File: src/logic/fpt_regs.vh
// Parameter-table constants, command opcodes and power-on timing for the flash front end.
// Assumes inclusion by bare name from the design modules only.
`ifndef FPT_REGS_VH
`define FPT_REGS_VH

// Table dword byte addresses
`define FPT_SUPPLY_LIMITS_OFS 8'h60
`define FPT_RESET_WRAP_OFS 8'h64
`define FPT_LOCK_OTP_OFS 8'h68
`define FPT_UNUSED_TAIL_OFS 8'h6c

// Table dword contents
`define FPT_SUPPLY_LIMITS_VAL 32'h1650_2000
`define FPT_RESET_WRAP_VAL 32'h64c0_f99c
`define FPT_LOCK_OTP_VAL 32'hffff_c8d9
`define FPT_BLANK_VAL 32'hffff_ffff

// Field positions
`define FPT_RST_OPC_LSB 4
`define FPT_WRAP_BIT 15
`define FPT_LOCK_OPC_LSB 2
`define FPT_LOCK_DEF_BIT 10

// Command opcodes
`define FPT_OP_READ_TABLE 8'h5a
`define FPT_OP_RESET_EN 8'h66
`define FPT_OP_RESET 8'h99
`define FPT_OP_WRITE_ENABLE 8'h06
`define FPT_OP_WRITE_DISABLE 8'h04
`define FPT_OP_STATUS_READ 8'h05
`define FPT_OP_PAGE_PROG 8'h02
`define FPT_OP_QUAD_PAGE_PROG 8'h38
`define FPT_OP_SECTOR_ERASE 8'h20
`define FPT_OP_HALF_BLOCK_ERASE 8'h52
`define FPT_OP_BLOCK_ERASE 8'hd8
`define FPT_OP_CHIP_ERASE 8'h60
`define FPT_OP_CHIP_ERASE_ALT 8'hc7
`define FPT_OP_SECURITY_WRITE 8'h2f
`define FPT_OP_STATUS_WRITE 8'h01

// Power-on delays in microseconds, clock 10 MHz
`define FPT_CLK_MHZ 10
`define FPT_READ_DELAY_US 800
`define FPT_WRITE_DELAY_US 1000
`define FPT_READ_DELAY_CYC (`FPT_READ_DELAY_US * `FPT_CLK_MHZ)
`define FPT_WRITE_DELAY_CYC (`FPT_WRITE_DELAY_US * `FPT_CLK_MHZ)

`endif

File: src/logic/fpt_flash.v
// Serial flash front end: parameter-table reads, power-on gating, write-enable latch.
// Assumes a host drives the serial bus; sclk and cs are sampled by clk (mode 0).
`timescale 1ns/1ns
`include "fpt_regs.vh"
module fpt_flash #(
  parameter READ_DELAY_CYC = `FPT_READ_DELAY_CYC,
  parameter WRITE_DELAY_CYC = `FPT_WRITE_DELAY_CYC,
  parameter DUMMY_CYC = 8
) (
  // Clock and reset
  input wire clk,
  input wire rstn,
  // Supply comparators
  input wire supply_above_inhibit,
  input wire supply_above_min,
  // Lane width: 0 single, 1 dual, 2 quad
  input wire [1:0] lane_mode,
  // Serial bus
  input wire sclk,
  input wire cs_n,
  input wire [3:0] io_in,
  output reg [3:0] io_out,
  output reg [3:0] io_oe,
  // Status
  output reg write_enable_latch,
  output wire deep_power_down,
  output wire read_ready,
  output wire write_ready
);
  ////////////////////////////////////////////////////////////////
  localparam ST_CMD = 3'd0;
  localparam ST_ADDR = 3'd1;
  localparam ST_DUMMY = 3'd2;
  localparam ST_DATA = 3'd3;
  localparam ST_IGNORE = 3'd4;
  // Lane width codes
  localparam LANE_DUAL = 2'd1;
  localparam LANE_QUAD = 2'd2;

  // Synchronised pins
  wire [3:0] pins_s;
  wire [3:0] io_s;
  wire [1:0] supply_s;
  wire sclk_s = pins_s[0];
  // Select crosses inverted, so the flop reset reads as deselected
  wire cs_n_s = ~pins_s[1];
  wire [1:0] lane_s = pins_s[3:2];
  wire read_ok;
  wire write_ok;
  // Command engine state
  reg sclk_d_q;
  reg [2:0] state_q;
  reg [7:0] shift_q;
  reg [5:0] bitcnt_q;
  reg [7:0] addr_q;
  reg [7:0] out_q;
  reg reset_armed_q;
  reg [3:0] io_out_d;

  // Synchronise every outside input
  // Lane mode rides with the pins; it is static within a frame
  fpt_sync #(.W(4)) u_sync_pins (
    .clk(clk),
    .rstn(rstn),
    .d({lane_mode, ~cs_n, sclk}),
    .q(pins_s)
  );
  fpt_sync #(.W(4)) u_sync_io (
    .clk(clk),
    .rstn(rstn),
    .d(io_in),
    .q(io_s)
  );
  fpt_sync #(.W(2)) u_sync_sup (
    .clk(clk),
    .rstn(rstn),
    .d({supply_above_min, supply_above_inhibit}),
    .q(supply_s)
  );

  fpt_por #(.READ_DELAY_CYC(READ_DELAY_CYC), .WRITE_DELAY_CYC(WRITE_DELAY_CYC)) u_por (
    .clk(clk),
    .rstn(rstn),
    .above_inhibit(supply_s[0]),
    .above_min(supply_s[1]),
    .read_ok(read_ok),
    .write_ok(write_ok)
  );

  // Windows are exported as levels for the host side
  assign read_ready = read_ok;
  assign write_ready = write_ok;
  // never enters deep power-down on power-up
  assign deep_power_down = 1'b0;

  ////////////////////////////////////////////////////////////////
  // Edge detect on the synchronised clock
  // Three edges of sync lag, so each sclk phase must span four clk cycles
  wire rise = sclk_s & ~sclk_d_q;
  wire fall = ~sclk_s & sclk_d_q;
  wire inhibit = ~supply_s[0];

  // Bits per edge by lane mode
  wire [5:0] step = (lane_s == LANE_QUAD) ? 6'd4 : (lane_s == LANE_DUAL) ? 6'd2 : 6'd1;
  wire [7:0] shift_in = (lane_s == LANE_QUAD) ? {shift_q[3:0], io_s[3:0]} :
                        (lane_s == LANE_DUAL) ? {shift_q[5:0], io_s[1:0]} :
                        {shift_q[6:0], io_s[0]};
  wire byte_done = (bitcnt_q + step) == 6'd8;

  function [7:0] table_byte;
    input [7:0] a;
    reg [31:0] dw;
    begin
      dw = `FPT_BLANK_VAL;
      if (a[7:2] == `FPT_SUPPLY_LIMITS_OFS >> 2) begin
        dw = `FPT_SUPPLY_LIMITS_VAL;
      end else if (a[7:2] == `FPT_RESET_WRAP_OFS >> 2) begin
        dw = `FPT_RESET_WRAP_VAL;
      end else if (a[7:2] == `FPT_LOCK_OTP_OFS >> 2) begin
        dw = `FPT_LOCK_OTP_VAL;
      end
      case (a[1:0])
        2'd0: table_byte = dw[7:0];
        2'd1: table_byte = dw[15:8];
        2'd2: table_byte = dw[23:16];
        default: table_byte = dw[31:24];
      endcase
    end
  endfunction

  // Gated opcode classes, held back until the write window opens
  function is_write_cmd;
    input [7:0] op;
    begin
      case (op)
        // Latch and program
        `FPT_OP_WRITE_ENABLE,
        `FPT_OP_PAGE_PROG,
        `FPT_OP_QUAD_PAGE_PROG,
        // Erases of every size
        `FPT_OP_SECTOR_ERASE,
        `FPT_OP_HALF_BLOCK_ERASE,
        `FPT_OP_BLOCK_ERASE,
        `FPT_OP_CHIP_ERASE,
        `FPT_OP_CHIP_ERASE_ALT,
        // Register writes
        `FPT_OP_SECURITY_WRITE,
        `FPT_OP_STATUS_WRITE: is_write_cmd = 1'b1;
        default: is_write_cmd = 1'b0;
      endcase
    end
  endfunction

  ////////////////////////////////////////////////////////////////
  // Command engine; inhibit acts as a held reset
  always @(posedge clk or negedge rstn) begin
    if (!rstn) begin
      sclk_d_q <= 1'b0;
      state_q <= ST_CMD;
      shift_q <= 8'h00;
      bitcnt_q <= 6'd0;
      addr_q <= 8'h00;
      out_q <= 8'hff;
      reset_armed_q <= 1'b0;
      write_enable_latch <= 1'b0;
    end else begin
      sclk_d_q <= sclk_s;
      // hold logic in reset below threshold
      if (inhibit) begin
        state_q <= ST_CMD;
        bitcnt_q <= 6'd0;
        reset_armed_q <= 1'b0;
        write_enable_latch <= 1'b0;
      end else if (cs_n_s) begin
        // Deselect ends any frame; an armed reset waits for the next one
        state_q <= ST_CMD;
        bitcnt_q <= 6'd0;
      end else if (rise) begin
        shift_q <= shift_in;
        bitcnt_q <= byte_done ? 6'd0 : bitcnt_q + step;
        case (state_q)
          // Opcode byte decides how the frame is handled
          ST_CMD: begin
            if (byte_done) begin
              // software reset needs the enable first
              reset_armed_q <= (shift_in == `FPT_OP_RESET_EN);
              if (shift_in == `FPT_OP_RESET && reset_armed_q) begin
                write_enable_latch <= 1'b0;
                state_q <= ST_IGNORE;
              // reads once the read delay is over
              end else if (shift_in == `FPT_OP_READ_TABLE && read_ok) begin
                state_q <= ST_ADDR;
              // write class waits for the write delay
              end else if (is_write_cmd(shift_in) && !write_ok) begin
                state_q <= ST_IGNORE;
              end else if (shift_in == `FPT_OP_WRITE_ENABLE) begin
                write_enable_latch <= 1'b1;
                state_q <= ST_IGNORE;
              end else if (shift_in == `FPT_OP_WRITE_DISABLE && read_ok) begin
                write_enable_latch <= 1'b0;
                state_q <= ST_IGNORE;
              end else begin
                // Unknown or refused opcodes just sit out the frame
                state_q <= ST_IGNORE;
              end
            end
          end
          // address on the same lanes as the opcode
          ST_ADDR: begin
            if (byte_done) begin
              addr_q <= shift_in;
              if (DUMMY_CYC == 0) begin
                state_q <= ST_DATA;
                out_q <= table_byte(shift_in);
              end else begin
                state_q <= ST_DUMMY;
              end
              bitcnt_q <= 6'd0;
            end
          end
          // host mode bits and wait cycles pass here
          ST_DUMMY: begin
            if (bitcnt_q == DUMMY_CYC[5:0] - 6'd1) begin
              state_q <= ST_DATA;
              out_q <= table_byte(addr_q);
              bitcnt_q <= 6'd0;
            end else begin
              bitcnt_q <= bitcnt_q + 6'd1;
            end
          end
          // Data phase, next byte preloaded at each byte end
          ST_DATA: begin
            if (byte_done) begin
              addr_q <= addr_q + 8'h01;
              out_q <= table_byte(addr_q + 8'h01);
            end else begin
              out_q <= out_q;
            end
          end
          // Ignored frames shift on unheard until deselect
          default: begin
            bitcnt_q <= 6'd0;
          end
        endcase
      end
    end
  end

  ////////////////////////////////////////////////////////////////
  // Output bit index within the current byte
  wire [2:0] hi = 3'd7 - bitcnt_q[2:0];
  always @* begin
    io_out_d = 4'h0;
    // Quad sends the high nibble first
    if (lane_s == LANE_QUAD) begin
      io_out_d = bitcnt_q[2] ? out_q[3:0] : out_q[7:4];
    end else if (lane_s == LANE_DUAL) begin
      io_out_d = {2'b00, out_q[hi -: 2]};
    end else begin
      io_out_d = {2'b00, out_q[hi], 1'b0};
    end
  end

  // Drive data on entering the data phase and on falling edges; release on deselect, inhibit or outside the data phase
  // Released lanes keep their last value; only the enables count
  always @(posedge clk or negedge rstn) begin
    if (!rstn) begin
      io_out <= 4'h0;
      io_oe <= 4'h0;
    end else if (inhibit || cs_n_s || state_q != ST_DATA) begin
      io_oe <= 4'h0;
    end else if (fall || io_oe == 4'h0) begin
      io_out <= io_out_d;
      io_oe <= (lane_s == LANE_QUAD) ? 4'hf : (lane_s == LANE_DUAL) ? 4'h3 : 4'h2;
    end
  end
endmodule // fpt_flash

File: src/logic/fpt_sync.v
// Two-stage synchroniser for inputs from outside the clk domain.
// Assumes clk is the only clock; first stage feeds only the second.
`timescale 1ns/1ns
module fpt_sync #(
  parameter W = 1
) (
  // Clock and reset
  input wire clk,
  input wire rstn,
  // Data
  input wire [W-1:0] d,
  output reg [W-1:0] q
);
  reg [W-1:0] meta_q;

  // Two flops, constant reset
  always @(posedge clk or negedge rstn) begin
    if (!rstn) begin
      meta_q <= {W{1'b0}};
      q <= {W{1'b0}};
    end else begin
      meta_q <= d;
      q <= meta_q;
    end
  end
endmodule // fpt_sync

File: src/logic/fpt_por.v
// Power-on sequencer: read and write access windows after supply comparators rise.
// Assumes supply flags are already synchronised to clk.
`timescale 1ns/1ns
`include "fpt_regs.vh"
module fpt_por #(
  parameter READ_DELAY_CYC = `FPT_READ_DELAY_CYC,
  parameter WRITE_DELAY_CYC = `FPT_WRITE_DELAY_CYC
) (
  // Clock and reset
  input wire clk,
  input wire rstn,
  // Supply comparators, synchronised
  input wire above_inhibit,
  input wire above_min,
  // Access windows
  output reg read_ok,
  output reg write_ok
);
  reg [15:0] rd_cnt_q;
  reg [15:0] wr_cnt_q;

  // Read counter restarts below min or inhibit, write counter only below inhibit; below inhibit nothing is open
  always @(posedge clk or negedge rstn) begin
    if (!rstn) begin
      rd_cnt_q <= 16'h0000;
      wr_cnt_q <= 16'h0000;
      read_ok <= 1'b0;
      write_ok <= 1'b0;
    end else begin
      if (!above_min || !above_inhibit) begin
        rd_cnt_q <= 16'h0000;
        read_ok <= 1'b0;
      end else if (rd_cnt_q >= READ_DELAY_CYC[15:0] - 16'h0001) begin
        read_ok <= 1'b1;
      end else begin
        rd_cnt_q <= rd_cnt_q + 16'h0001;
      end
      if (!above_inhibit) begin
        wr_cnt_q <= 16'h0000;
        write_ok <= 1'b0;
      end else if (wr_cnt_q >= WRITE_DELAY_CYC[15:0] - 16'h0001) begin
        write_ok <= 1'b1;
      end else begin
        wr_cnt_q <= wr_cnt_q + 16'h0001;
      end
    end
  end
endmodule // fpt_por

File: config.mk
export PLATFORM = sky130hd
export DESIGN_NAME = fpt_flash
export DESIGN_NICKNAME = d
export VERILOG_FILES = /design/src/logic/fpt_flash.v /design/src/logic/fpt_sync.v /design/src/logic/fpt_por.v
export VERILOG_INCLUDE_DIRS = /design/src /design/src/logic
export SDC_FILE = /design/constraint.sdc
export NUM_CORES = 1
export LEC_CHECK = 0
export BUFFER_PORTS_ARGS = -buffer_cell sky130_fd_sc_hd__buf_2
export CORE_UTILIZATION = 45
export DETAILED_ROUTE_END_ITERATION = 7
export HOLD_SLACK_MARGIN = 0.15
export SYNTH_ARGS = -nofsm -noshare
export SYNTH_HDL_FRONTEND = slang
export SYNTH_SLANG_ARGS = --single-unit
File: constraint.sdc
create_clock -name clk -period 3.1 [get_ports clk]
set_input_delay 0.155 -clock clk [delete_from_list [all_inputs] [get_ports clk]]
set_output_delay 0.155 -clock clk [all_outputs]
set_load 0.01 [all_outputs]
==> flow_summary.rst <==
.. list-table::
   :header-rows: 1

   * - Metric
     - Value
   * - Fraction of post-synthesis cell area in the top cell type by area
     - 0.3954
   * - Pre-CTS setup slack
     - 0.01892 ns
   * - Gr ovfl total
     - 0
   * - Largest net degree at the start of global routing
     - 67
   * - Critical Path Start Type
     - flip-flop
   * - Final core utilization
     - 0.5222
   * - Area share of fa/ha/maj cells after synthesis
     - 0.03280
   * - Net switching power figure
     - 702.3 uW
   * - Final critical delay including setup and external delays
     - 2.886 ns
   * - Pins Over Slew Limit
     - 0
   * - Depth of the worst register-to-register path
     - 12
   * - Number of buffers inserted by port buffering
     - 22
   * - Die outline area
     - 12,820 sq um
   * - EDFF count, synth
     - 0
   * - CTS tree
     - yes
   * - Multiplexer share of the synthesized area
     - 0.05752
   * - Number of placement rows
     - 40
   * - CP delay by family, top
     - adder cells
   * - Wirelength per Cell
     - 15.68 um
   * - Number of buffers created by CTS
     - 9
   * - Floorplan die height
     - 113.2 um
   * - CP Data Arrival Time
     - 3.13 ns
   * - Kind of end point of the critical path
     - flip-flop
   * - Final instance area
     - 6299 sq um
   * - Routability cong.
     - 0.8548
   * - Endpoint of the worst hold path
     - u_sync_sup.q[1]
   * - Slowest CP cell
     - or4b_1
   * - Netlist area before placement
     - 5569 sq um
   * - Area share of xor/xnor cells in the synthesized design
     - 0.04246
   * - Startpoint of the most critical register-to-register path
     - u_sync_pins.q[2]
   * - Count of state elements after synthesis
     - 96
   * - Maximum root-to-sink buffer count
     - 2
   * - First-pass GRT wire length
     - 20,530 um
   * - Switching Share
     - 0.2479
   * - Effective utilization at floorplan
     - 0.4617
   * - Hold_sp
     - u_sync_sup.meta_q[1]
   * - Clock Power Share
     - 0.422
   * - Cell count after synthesis
     - 586
   * - Data required time of the critical path
     - 3.34 ns
   * - Power share of the combinational group
     - 0.106
   * - Clock network latency to the later pin of the worst-skew pair
     - 0.35 ns
   * - Count leader, synth
     - dfrtp_1
   * - Post-layout nets
     - 637
   * - Maximum VDD drop
     - 414.6 uV
   * - Synth Net Count
     - 612
   * - Max Fclk
     - 0.3465 GHz
   * - Outcome
     - completed
   * - Skew final
     - 0.006394 ns
   * - Number of ports placed on the die boundary
     - 24
   * - RSZ-0062 raised after global routing
     - false
   * - Hold Path Depth
     - 0
   * - Final Cycle Share
     - 0.9310
   * - Leading cell types by count after synthesis
     - dfrtp_1, nand2_1, nor2_1
   * - Synthesis warning total
     - 0
   * - GR Util All Layers
     - 0.2027
   * - Classification of the worst-slack hold path
     - reg -> reg
   * - Post-detailed-route via-to-cell ratio
     - 5.642
   * - Maximum single-stage delay on the critical path
     - 0.53 ns
   * - Seq pwr share
     - 0.472
   * - Flop-to-flop setup slack
     - 0.21 ns
   * - Chain of cells forming the critical path
     - inv_1 > ha_1 > ha_1 > inv_1 > fa_2 > or4b_1 > o2111a_1 > and3_4 > nand3_4 > buf_12 > a21oi_1 > o22a_1
   * - Type of the worst setup path
     - reg -> reg
   * - Floorplan Core Area
     - 12,060 sq um
   * - Max H-tree Level
     - 3
   * - Clock-pin slew on the worst setup and hold paths
     - 0.07 ns
   * - Worst Max-Slew Pin Slew
     - 0.8339 ns
   * - Leakage dissipation
     - 0.002647 uW
   * - Final setup violating endpoints
     - 0
   * - Setup slack of the critical path after layout
     - 0.2138 ns
   * - Number of clock sinks
     - 96
   * - FF-to-FF End
     - addr_q[2]
   * - Pre-antenna DRT Iters
     - 7
   * - Horizontal die dimension
     - 113.2 um
   * - Largest cells by area after synthesis
     - dfrtp_1, nand2_1, dfstp_2
   * - Avg Cell Area, Syn
     - 9.504 sq um
   * - CP bufs+invs
     - 3
   * - Iteration-0 DRC Markers
     - 280
   * - Critical Path Source
     - u_sync_pins.q[2]
   * - Antenna fix cells
     - 0
   * - Number of hold violations in the final report
     - 0
   * - # fillers
     - 1,125
   * - Antenna violations before repair
     - 0
   * - Dominant combinational cell family by area after synthesis
     - simple AND/OR/NAND/NOR gates
   * - Fraction of final layout cells sized beyond drive strength 1
     - 0.1510
   * - Synth async-reset ratio
     - 1.000
   * - Simple-Gate Fraction of Synth Area
     - 0.2087
   * - Number of max-capacitance violations reported
     - 0
   * - DRC
     - 0
   * - Final HPWL from detailed placement
     - 8595 um
   * - Vias in the first global route
     - 4,264
   * - Flip-flop cell with the highest count after synthesis
     - dfrtp_1
   * - Antenna viol nets, final
     - 0
   * - Share of the synthesized area in compound gates (AO/OA/AOI/OAI)
     - 0.1806
   * - Post-synth top area cell
     - dfrtp_1
   * - Post-detailed-placement cell area
     - 5833 sq um
   * - Maximum fanout encountered on the critical timing path
     - 15
   * - Power density relative to cell area
     - 449.7 nW/um^2
   * - Area overhead of the layout relative to synthesis
     - 13.10%
   * - Number of vias in the routed layout
     - 4,423
   * - Clock root cell
     - clkbuf_16
   * - Accumulated negative setup slack
     - 0 ns
   * - Relative slew slack
     - 0.4423
   * - Detailed Route WL
     - 12,290 um
   * - Total Power
     - 2833 uW
   * - Internal power
     - 2130 uW
   * - Proportion of synthesized chip area in sequential cells
     - 0.4332
   * - Distinct cells, synth
     - 80
[per-stage QoR]
stage                     hold slack (ns)  instances
after global routing               0.3561        784
after CTS                          0.3529        783
final                              0.3507        784
after global placement             0.2625        756
after detailed placement           0.2643        756
after floorplan                   -0.1406        586
[worst register-to-register path: stages, from the launching register on]
cell	delay, ns
dfrtp_1	0.37
inv_1	0.07
ha_1	0.30
ha_1	0.20
inv_1	0.07
fa_2	0.38
or4b_1	0.54
o2111a_1	0.17
and3_4	0.20
nand3_4	0.11
buf_12	0.14
a21oi_1	0.05
o22a_1	0.19
[sequential cells by signal (all words and copies together) (netlist names), 4 cells and up]
register	cells
addr_q	8
bitcnt_q	6
io_out	4
out_q	8
shift_q	7
u_por.rd_cnt_q	16
u_por.wr_cnt_q	16
u_sync_io.meta_q	4
u_sync_io.q	4
u_sync_pins.meta_q	4
u_sync_pins.q	4
[cell type report]
type	instances	area [sq um]	area share
well taps	168	210.2	0.03337
inverters	19	71.32	0.01132
multi-input cells	439	2927	0.4646
clock buffers	10	229.0	0.03635
clock inverters	6	91.34	0.01450
flip-flops and latches	96	2412	0.3830
repair buffers	46	357.8	0.05681
[worst max path at each step]
stage	endpoint	slack [ns]	cells after the start
after floorplan	addr_q[0]	0.36	13
after global placement	addr_q[0]	0.15	12
after detailed placement	addr_q[0]	0.02	12
after CTS	addr_q[0]	0.09	12
after global routing	addr_q[2]	0.05	12
final	addr_q[2]	0.21	12
[layout by cell type (no fill, tap or decap), types with 10 or more instances in the layout]
cell,Yosys,routed
nor3_1,18,18
dfrtp_1,88,88
nand2_1,64,64
nor2_1,50,50
dlygate4sd3_1,0,11
buf_2,4,21
nand3_1,19,19
a21oi_1,30,30
and2_1,16,16
o21ai_0,36,36
xor2_1,11,11
xnor2_1,16,15
ha_1,13,13
inv_1,19,19
buf_4,3,11
mux2i_1,10,10
[per-layer routing]
metal  vias up  routed length (um)  global-route usage
met5         -                   0                   0
met1      2175                5778              0.2616
met2        78                5973              0.3350
met4         0                 153             0.07368
li1       2160                   -                   -
met3        10                 384             0.04446
[logic make-up after synthesis]
family	count (synthesis)
xor+xnor	27
mux	25
flops	96
other cells	1
simple gates	226
compound gates	146
buf+inv	51
fa+ha+maj	14
[repair_timing]
| item | in CTS | in global routing |
|---|---|---|
| setup buffers | 0 | 1 |
| setup endpoints to repair | 1 | 12 |
| hold buffers | 11 | 0 |
| hold endpoints to repair | 67 | 0 |
| gates resized for setup | 1 | 3 |
| pin swaps | 0 | 1 |
[power groups by stage]
stage | clock network [uW] | logic, uW | registers (uW)
2_1_floorplan | 0 | 206 | 1350
3_3_place_gp | 0 | 284 | 1360
3_5_place_dp | 0 | 291 | 1360
4_1_cts | 1230 | 302 | 1340
5_1_grt | 1270 | 335 | 1340
6_report | 1200 | 301 | 1340
(Power assumes the default switching activity.)
